**config.mk**
```make
export PLATFORM = sky130hd
export DESIGN_NAME = adcseq_top
export DESIGN_NICKNAME = d
export VERILOG_FILES = /design/src/adcseq_pkg.sv /design/src/adcseq_conv_timer.sv /design/src/adcseq_sar.sv /design/src/adcseq_top.sv
export SDC_FILE = /design/constraint.sdc
export NUM_CORES = 1
export LEC_CHECK = 0
export BUFFER_PORTS_ARGS = -buffer_cell sky130_fd_sc_hd__buf_2
export CORE_ASPECT_RATIO = 1.5
export CORE_MARGIN = 2
export CORE_UTILIZATION = 50
export CTS_CLUSTER_DIAMETER = 50
export DETAILED_ROUTE_END_ITERATION = 10
export MAX_ROUTING_LAYER = met4
export PLACE_DENSITY = 0.75
export SLEW_MARGIN = 20
export SYNTH_ARGS = -nofsm -noshare
export SYNTH_HDL_FRONTEND = slang
export SYNTH_SLANG_ARGS = --single-unit
```
**constraint.sdc**
```tcl
create_clock -name mclk -period 1.8 [get_ports mclk]
set_input_delay 0.36 -clock mclk [delete_from_list [all_inputs] [get_ports mclk]]
set_output_delay 0.36 -clock mclk [all_outputs]
set_load 0.005 [all_outputs]
```
**src/adcseq_pkg.sv**
```systemverilog
// Function
// - Mode 01 plus start bit begins conversion
// - On completion store result, set flag, interrupt
// - Start bit self-clears once conversion begins
// - Repeat mode 11 restarts after each completion
// - Mode 00 halts at once, discards value
// - Reading result clears end-of-conversion flag
// - Restart clears flag, keeps old result
// - Standby aborts, resets controls, loses result
// - No automatic restart after standby ends
// - Ladder disconnected during standby
// - Result is 10-bit unsigned code
// - Channel codes 0-7 valid, others reserved
// - Conversion time code selects cycle count
// - Busy set at start, cleared at single-mode end, disable or standby
// - Upper result read clears flag
`default_nettype none

package adcseq_pkg;

  // ==========================================================
  // Widths
  localparam int RES_W  = 10;
  localparam int CHAN_W = 4;
  localparam int CNT_W  = 11;
  localparam int STEP_W = 4;

  // ==========================================================
  // Control field positions
  localparam int C1_START_BIT = 7;
  localparam int C1_MODE_LSB  = 5;
  localparam int C1_ANALOG_INPUT_DISABLE_BIT = 4;
  localparam int C1_CHAN_LSB  = 0;
  localparam int C2_LADDER_BIT = 5;
  localparam int C2_ACK_LSB    = 1;

  // ==========================================================
  // Reset values
  localparam logic [7:0]       CTRL1_RESET  = 8'h10;
  localparam logic [7:0]       CTRL2_RESET  = 8'h10;
  localparam logic [RES_W-1:0] RESULT_RESET = 10'h000;

  // ==========================================================
  // Operating modes
  localparam logic [1:0] MODE_OFF    = 2'h0;
  localparam logic [1:0] MODE_SINGLE = 2'h1;
  localparam logic [1:0] MODE_REPEAT = 2'h3;

  // ==========================================================
  // Conversion times in oscillator cycles
  localparam logic [CNT_W-1:0] CONV_CYC_39   = 11'h027;
  localparam logic [CNT_W-1:0] CONV_CYC_78   = 11'h04E;
  localparam logic [CNT_W-1:0] CONV_CYC_156  = 11'h09C;
  localparam logic [CNT_W-1:0] CONV_CYC_312  = 11'h138;
  localparam logic [CNT_W-1:0] CONV_CYC_624  = 11'h270;
  localparam logic [CNT_W-1:0] CONV_CYC_1248 = 11'h4E0;

  // Cycles per approximation bit (comparator sync latency included)
  localparam logic [STEP_W-1:0] SAR_STEP_CYC = 4'h3;

  typedef enum logic [0:0] {
    ADCSEQ_IDLE = 1'b0,
    ADCSEQ_CONV = 1'b1
  } adcseq_state_e;

  // Conversion time decode, reserved codes take the longest time
  function automatic logic [CNT_W-1:0] adcseq_conv_cycles(input logic [2:0] code);
    logic [CNT_W-1:0] cyc;
    case (code)
      3'h0: cyc = CONV_CYC_39;
      3'h2: cyc = CONV_CYC_78;
      3'h3: cyc = CONV_CYC_156;
      3'h4: cyc = CONV_CYC_312;
      3'h5: cyc = CONV_CYC_624;
      3'h6: cyc = CONV_CYC_1248;
      default: cyc = CONV_CYC_1248;
    endcase
    return cyc;
  endfunction : adcseq_conv_cycles

endpackage : adcseq_pkg

`default_nettype wire

```
**src/adcseq_conv_timer.sv**
```systemverilog
`timescale 1ns/1ps
`default_nettype none

module adcseq_conv_timer #(
  parameter int CNT_W = 11
) (
  input  wire logic             mclk,
  input  wire logic             nrst,
  input  wire logic             go,
  input  wire logic             abort,
  input  wire logic [CNT_W-1:0] limit,
  output var  logic             done
);
  import adcseq_pkg::*;

  typedef struct packed {
    logic             run;
    logic [CNT_W-1:0] cnt;
    logic [CNT_W-1:0] lim;
    logic             done;
  } adcseq_tmr_s;

  adcseq_tmr_s tmr_reg;
  adcseq_tmr_s tmr_next;

  // ==========================================================
  // Cycle counter
  always_comb begin
    tmr_next      = tmr_reg;
    tmr_next.done = 1'b0;
    if (abort) begin
      tmr_next.run = 1'b0;
    end else if (go) begin
      tmr_next.run = 1'b1;
      tmr_next.cnt = {{(CNT_W-1){1'b0}}, 1'b1};
      tmr_next.lim = limit;
    end else if (tmr_reg.run) begin
      if (tmr_reg.cnt == tmr_reg.lim) begin
        tmr_next.run  = 1'b0;
        tmr_next.done = 1'b1;
      end else begin
        tmr_next.cnt = tmr_reg.cnt + {{(CNT_W-1){1'b0}}, 1'b1};
      end
    end
  end

  always_ff @(posedge mclk or negedge nrst) begin
    if (!nrst) begin
      tmr_reg <= '0;
    end else begin
      tmr_reg <= tmr_next;
    end
  end

  assign done = tmr_reg.done;

endmodule : adcseq_conv_timer

`default_nettype wire

```
**src/adcseq_sar.sv**
```systemverilog
`timescale 1ns/1ps
`default_nettype none

module adcseq_sar #(
  parameter int RES_W  = 10,
  parameter int STEP_W = 4
) (
  input  wire logic             mclk,
  input  wire logic             nrst,
  input  wire logic             go,
  input  wire logic             abort,
  input  wire logic             comp_in,
  output var  logic [RES_W-1:0] dac_code,
  output var  logic [RES_W-1:0] code
);
  import adcseq_pkg::*;

  typedef struct packed {
    logic              sync1;
    logic              sync2;
    logic              run;
    logic [STEP_W-1:0] step;
    logic [RES_W-1:0]  mask;
    logic [RES_W-1:0]  trial;
    logic [RES_W-1:0]  code;
  } adcseq_sar_s;

  adcseq_sar_s sar_reg;
  adcseq_sar_s sar_next;

  // ==========================================================
  // Successive approximation, one bit per step
  always_comb begin
    logic [RES_W-1:0] t;
    t              = sar_reg.trial;
    sar_next       = sar_reg;
    sar_next.sync1 = comp_in;
    sar_next.sync2 = sar_reg.sync1;
    if (abort) begin
      sar_next.run = 1'b0;
    end else if (go) begin
      sar_next.run   = 1'b1;
      sar_next.step  = '0;
      sar_next.mask  = {1'b1, {(RES_W-1){1'b0}}};
      sar_next.trial = {1'b1, {(RES_W-1){1'b0}}};
    end else if (sar_reg.run) begin
      if (sar_reg.step == SAR_STEP_CYC - 4'h1) begin
        sar_next.step = '0;
        if (!sar_reg.sync2) begin
          t = t & ~sar_reg.mask;
        end
        sar_next.trial = t | (sar_reg.mask >> 1);
        sar_next.mask  = sar_reg.mask >> 1;
        if (sar_reg.mask[0]) begin
          sar_next.run   = 1'b0;
          sar_next.trial = t;
          sar_next.code  = t;
        end
      end else begin
        sar_next.step = sar_reg.step + 4'h1;
      end
    end
  end

  always_ff @(posedge mclk or negedge nrst) begin
    if (!nrst) begin
      sar_reg <= '0;
    end else begin
      sar_reg <= sar_next;
    end
  end

  assign dac_code = sar_reg.trial;
  assign code     = sar_reg.code;

endmodule : adcseq_sar

`default_nettype wire

```
**src/adcseq_top.sv**
```systemverilog
`timescale 1ns/1ps
`default_nettype none

module adcseq_top (
  input  wire logic                        mclk,
  input  wire logic                        nrst,
  input  wire logic                        ctrl1_wr,
  input  wire logic [7:0]                  ctrl1_wdata,
  input  wire logic                        ctrl2_wr,
  input  wire logic [7:0]                  ctrl2_wdata,
  input  wire logic                        result_upper_rd,
  input  wire logic                        standby_req,
  input  wire logic                        comp_in,
  output var  logic [7:0]                  conv_control_one,
  output var  logic [7:0]                  conv_control_two,
  output var  logic [7:0]                  result_upper_reg,
  output var  logic [7:0]                  result_lower_status_reg,
  output var  logic                        end_of_conv_flag,
  output var  logic                        conv_busy_flag,
  output var  logic                        conv_done_irq,
  output var  logic [2:0]                  analog_mux_sel,
  output var  logic                        analog_input_disable,
  output var  logic                        ladder_connect,
  output var  logic [adcseq_pkg::RES_W-1:0] dac_code
);
  import adcseq_pkg::*;

  // ==========================================================
  // State
  typedef struct packed {
    logic              start;
    logic [1:0]        mode;
    logic              ain_dis;
    logic [CHAN_W-1:0] chan;
    logic              ladder_on;
    logic [2:0]        ack;
    adcseq_state_e     state;
    logic              eoc;
    logic [RES_W-1:0]  result;
    logic              irq;
    logic              ladder_conn;
    logic              go;
  } adcseq_top_s;

  adcseq_top_s top_reg;
  adcseq_top_s top_next;

  logic             tmr_done;
  logic [RES_W-1:0] sar_code;
  logic             mode_ok;
  logic             sw_go;
  logic             stop_now;
  logic             eoc_set;

  // ==========================================================
  // Start qualification and abort
  always_comb begin
    mode_ok  = (top_reg.mode == MODE_SINGLE) || (top_reg.mode == MODE_REPEAT);
    // Reserved channel codes never start a software conversion; a repeat restart does not check the channel
    sw_go    = top_reg.start && mode_ok && !top_reg.chan[CHAN_W-1]
               && (top_reg.state == ADCSEQ_IDLE);
    // Disable or reserved mode stops a running conversion at once
    stop_now = standby_req || ((top_reg.state == ADCSEQ_CONV) && !mode_ok);
    eoc_set  = (top_reg.state == ADCSEQ_CONV) && !stop_now && tmr_done;
  end

  // ==========================================================
  // Next state
  always_comb begin
    top_next     = top_reg;
    top_next.go  = 1'b0;
    top_next.irq = 1'b0;

    if (standby_req) begin
      // Controls back to reset, conversion dropped, writes refused
      top_next.start     = CTRL1_RESET[C1_START_BIT];
      top_next.mode      = CTRL1_RESET[C1_MODE_LSB +: 2];
      top_next.ain_dis   = CTRL1_RESET[C1_ANALOG_INPUT_DISABLE_BIT];
      top_next.chan      = CTRL1_RESET[C1_CHAN_LSB +: CHAN_W];
      top_next.ladder_on = CTRL2_RESET[C2_LADDER_BIT];
      top_next.ack       = CTRL2_RESET[C2_ACK_LSB +: 3];
      top_next.state     = ADCSEQ_IDLE;
      top_next.eoc       = 1'b0;
      top_next.result    = RESULT_RESET;
    end else begin
      // ------------------------------------------------------
      // Control register one
      if (ctrl1_wr) begin
        top_next.mode    = ctrl1_wdata[C1_MODE_LSB +: 2];
        top_next.ain_dis = ctrl1_wdata[C1_ANALOG_INPUT_DISABLE_BIT];
        top_next.chan    = ctrl1_wdata[C1_CHAN_LSB +: CHAN_W];
        // A start written while busy is ignored
        if (ctrl1_wdata[C1_START_BIT] && (top_reg.state == ADCSEQ_IDLE)) begin
          top_next.start = 1'b1;
        end
      end

      // ------------------------------------------------------
      // Control register two
      if (ctrl2_wr) begin
        top_next.ladder_on = ctrl2_wdata[C2_LADDER_BIT];
        top_next.ack       = ctrl2_wdata[C2_ACK_LSB +: 3];
      end

      // ------------------------------------------------------
      // Flag clear by upper result read, a same-cycle set wins
      if (result_upper_rd) begin
        top_next.eoc = 1'b0;
      end

      // ------------------------------------------------------
      // Software start
      if (top_reg.start) begin
        top_next.start = 1'b0;
      end
      if (sw_go) begin
        top_next.go    = 1'b1;
        top_next.state = ADCSEQ_CONV;
        // Old result is kept until the new one lands
        top_next.eoc   = 1'b0;
      end

      // ------------------------------------------------------
      // Running conversion
      unique case (top_reg.state)
        ADCSEQ_IDLE: begin
        end
        ADCSEQ_CONV: begin
          if (stop_now) begin
            top_next.state = ADCSEQ_IDLE;
          end else if (eoc_set) begin
            top_next.result = sar_code;
            top_next.eoc    = 1'b1;
            top_next.irq    = 1'b1;
            if (top_reg.mode == MODE_REPEAT) begin
              top_next.go = 1'b1;
            end else begin
              top_next.state = ADCSEQ_IDLE;
            end
          end
        end
      endcase
    end

    // Ladder connected while converting or when forced on, never in standby
    top_next.ladder_conn = !standby_req
                           && (top_next.ladder_on || (top_next.state == ADCSEQ_CONV));
  end

  // ==========================================================
  // State register
  always_ff @(posedge mclk or negedge nrst) begin
    if (!nrst) begin
      top_reg             <= '0;
      top_reg.mode        <= CTRL1_RESET[C1_MODE_LSB +: 2];
      top_reg.ain_dis     <= CTRL1_RESET[C1_ANALOG_INPUT_DISABLE_BIT];
      top_reg.chan        <= CTRL1_RESET[C1_CHAN_LSB +: CHAN_W];
      top_reg.ladder_on   <= CTRL2_RESET[C2_LADDER_BIT];
      top_reg.ack         <= CTRL2_RESET[C2_ACK_LSB +: 3];
      top_reg.state       <= ADCSEQ_IDLE;
      top_reg.result      <= RESULT_RESET;
    end else begin
      top_reg <= top_next;
    end
  end

  // ==========================================================
  // Conversion time counter
  adcseq_conv_timer #(
    .CNT_W (CNT_W)
  ) u_timer (
    .mclk  (mclk),
    .nrst  (nrst),
    .go    (top_reg.go),
    .abort (stop_now),
    .limit (adcseq_conv_cycles(top_reg.ack)),
    .done  (tmr_done)
  );

  // ==========================================================
  // Approximation engine
  adcseq_sar #(
    .RES_W  (RES_W),
    .STEP_W (STEP_W)
  ) u_sar (
    .mclk     (mclk),
    .nrst     (nrst),
    .go       (top_reg.go),
    .abort    (stop_now),
    .comp_in  (comp_in),
    .dac_code (dac_code),
    .code     (sar_code)
  );

  // ==========================================================
  // Register views
  assign conv_control_one        = {top_reg.start, top_reg.mode, top_reg.ain_dis, top_reg.chan};
  assign conv_control_two        = {2'h0, top_reg.ladder_on, 1'b1, top_reg.ack, 1'b0};
  assign result_upper_reg        = top_reg.result[RES_W-1:2];
  assign result_lower_status_reg = {top_reg.result[1:0], top_reg.eoc,
                                    (top_reg.state == ADCSEQ_CONV), 4'h0};
  assign end_of_conv_flag        = top_reg.eoc;
  assign conv_busy_flag          = (top_reg.state == ADCSEQ_CONV);
  assign conv_done_irq           = top_reg.irq;
  assign analog_mux_sel          = top_reg.chan[2:0];
  assign analog_input_disable    = top_reg.ain_dis;
  assign ladder_connect          = top_reg.ladder_conn;

endmodule : adcseq_top

`default_nettype wire

```
==> run_results.csv <==
group,metric,value,unit
floorplanning,io_pins,73,
route,vias,3159,
setup_path,required,2030,ps
route,dr.pass1.iters,4,
flow_run,drv_cap,0,
power,seqPwrFrac,0.494,
setup_path,cp-end-kind,"flop",
floorplanning,die_x,78.4,µm
sta,drv_slew,0,
logic_synthesis,synth_area,4150,µm²
final_layout,antenna_cells,0,
final_layout,area_growth,18.1,%
sta,fin_worst_skew,11.1,ps
route,avgRoutedWirePerCell,15.8,µm
setup_path,slowest_stage,"dfrtp_1",
power,switching_share,0.257,
status,status,"finished clean",
setup_path,crit_path_start,"u_sar.sar_reg[30]",
sta,hold_viol_final,0,
hold_path,min_from,"comp_in",
final_layout,layout_common_cells,"dfrtp_1, buf_2, o21ai_0",
setup_path,path_buf_inv,2,
hold_path,hold_depth,1,
clock_network,cts_sinks,88,
setup_path,reg2reg_depth,8,
placement,hpwl,6.52,mm
clock_network,cts_root_buffer,"clkbuf_16",
clock_network,cts_made_buffers,9,
final_layout,largest_reg_flops,23,
logic_synthesis,synth_top_area_share,0.525,
route,drt_iter0_drc,177,
final_layout,drive_gt1_frac,0.267,
route,antenna_left,0,
placement,place_congestion,0.928,
logic_synthesis,syn-mean-instance-area,10.3,µm²
global_routing,grt_overflow_total,0,
global_routing,grt_pass1_vias,3150,
floorplanning,chipHeight,116,µm
power,combPwrFrac,0.076,
power,switchingPower,1.10,mW
global_routing,track_usage,0.223,
global_routing,grt_pass1_wl,15.4,mm
power,clock_power_share,0.430,
global_routing,grt_start_max_net_pins,45,
sta,fin_crit_sh,0.961,
logic_synthesis,synthFlopType,"dfrtp_1",
logic_synthesis,async_flop_share,1.00,
sta,tightest_slew,502,ps
floorplanning,rows,40,
floorplanning,start_util,0.515,
logic_synthesis,yosysUniqueCellTypes,55,
placement,pre_cts_ws,-9.04,ps
floorplanning,dieArea,9060,µm²
setup_path,crit_type,"reg -> reg",
setup_path,crit_cells,8,
floorplanning,fp.coreArea,8060,µm²
power,p_int,3.17,mW
setup_path,cp_max_fo,8,
sta,max_freq,578,MHz
setup_path,crit_chain,"inv_1 -> ha_1 -> nor3b_2 -> o2111ai_1 -> buf_4 -> nand2b_4 -> o21ai_1 -> a22o_1",
logic_synthesis,yosysWarningCount,0,
placement,post_dp_cell_area,4560,µm²
logic_synthesis,syn-instance-count,402,
route,wl,9.07,mm
logic_synthesis,ys_ff_latch,88,
clock_network,clockBufferDepth,2,
placement,port_buffers,60,
logic_synthesis,seq_area_frac_synth,0.531,
logic_synthesis,synth_area_leader_cell,"dfrtp_1",
clock_network,cts_tree,"done",
setup_path,r2r-start,"u_sar.sar_reg[30]",
clock_network,clkTransAtPathRegs,70,ps
clock_network,clk_latency,340,ps
logic_synthesis,synth.area.top_cells,"dfrtp_1, o21ai_0, a22o_1",
hold_path,hold_class,"in -> reg",
final_layout,layout_commonest_cell,"dfrtp_1",
sta,setup_viol,0,
setup_path,slowest_delay,340,ps
power,p_per_area,869,nW/µm²
setup_path,cp.arrival,1960,ps
route,via_per_inst,5.50,
clock_network,cts.htree.levels,3,
logic_synthesis,synth-edff-count,0,
sta,maxSlewHeadroom,0.661,
setup_path,cp-start-kind,"flop",
power,ir_drop,0.635,mV
sta,min_period,1730,ps
power,p_leak,2.38,nW
global_routing,antenna_found_initial,0,
final_layout,num-fill-cells,654,
sta,rsz0062_at_grt,"yes",
sta,setup_slack,69.7,ps
setup_path,path_delay_family,"compound AO/OA/AOI/OAI gates",
final_layout,fin_area,4900,µm²
sta,setup_tns,0,ps
final_layout,nNetsFinal,490,
route,drcViolationCount,0,
-- final timing paths --
check                                            to  slack (ps)
worst max register to register    u_sar.dac_code[2]          70
min in group asynchronous       conv_control_one[3]         460
worst min register to register    u_sar.sar_reg[35]         360
worst max-delay path              u_sar.dac_code[2]          70
worst min-delay path             u_sar.sar_next[35]         130
max in group asynchronous       result_upper_reg[7]         730
-- synth_stat cells (3+ instances only) --
cell	instances
xnor2_1	11
inv_1	17
nor2_1	18
nand3_1	9
nor2b_1	5
o21ai_0	50
ha_1	3
a21oi_1	8
mux2i_1	14
buf_2	5
buf_4	25
nand2b_1	6
nand4_1	7
o211ai_1	6
dfrtp_1	87
or3_1	3
o31ai_1	3
clkbuf_1	11
a22o_1	28
nand2_1	41
-- layer usage --
metal  share of wire  global-route usage
met5               0                   -
met4           0.025              0.0854
met3           0.029              0.0350
met2            0.53               0.378
met1            0.42               0.269
-- power groups by stage --
stage	Clock [mW]	Sequential [mW]	Combinational [mW]
after CTS	1.86	2.11	0.328
after floorplan	0	2.12	0.197
after global placement	0	2.14	0.309
after global routing	1.95	2.11	0.374
after detailed placement	0	2.15	0.325
final	1.83	2.11	0.323
-- final cells by class --
class | instances | area [µm²] | share of cell area
Inverter | 18 | 67.6 | 0.0138
Sequential cell | 88 | 2200 | 0.449
Clock inverter | 7 | 73.8 | 0.0151
Tap cell | 105 | 131 | 0.0268
Multi-Input combinational cell | 257 | 1650 | 0.336
Clock buffer | 9 | 225 | 0.0459
Timing Repair Buffer | 90 | 556 | 0.113
-- cells by family (layout without fill, tap and decap cells) --
kind of cell / count (synthesis) / after routing / synth area share
xor gates and xnor gates: 11 / 11 / 0.0232
AOI/OAI and AO/OA: 111 / 111 / 0.178
other: 2 / 8 / 0.00181
and+or+nand+nor: 109 / 109 / 0.134
buffers and inverters: 63 / 124 / 0.0868
DFF: 88 / 88 / 0.531
adders and majority gates: 3 / 3 / 0.00905
muxes: 15 / 15 / 0.0365
-- timing repair --
action / in CTS / in global routing
resized for setup: 2 / 12
hold buffers: 1 / 0
buffers inserted: 0 / 0
hold endpoints to repair: 22 / 0
pin swaps: 0 / 9
setup endpoints to repair: 9 / 18
-- per-stage QoR --
stage	cells	hold WS (ps)	util	total power, mW
6_report	574	126	0.609	4.26
5_1_grt	574	125	0.609	4.43
4_1_cts	574	121	0.605	4.29
3_5_place_dp	557	281	0.566	2.47
3_3_place_gp	557	272	0.566	2.45
2_1_floorplan	408	64.4	-	2.32
-- worst register-to-register path: cells and delay by family (launching register included) --
kind,cells,cell delay (ps)
flops,1,340
buf+inv,2,240
compound gates,3,490
simple gates,2,340
fa+ha+maj,1,190
No activity file was read; power rests on OpenSTA's default activity.
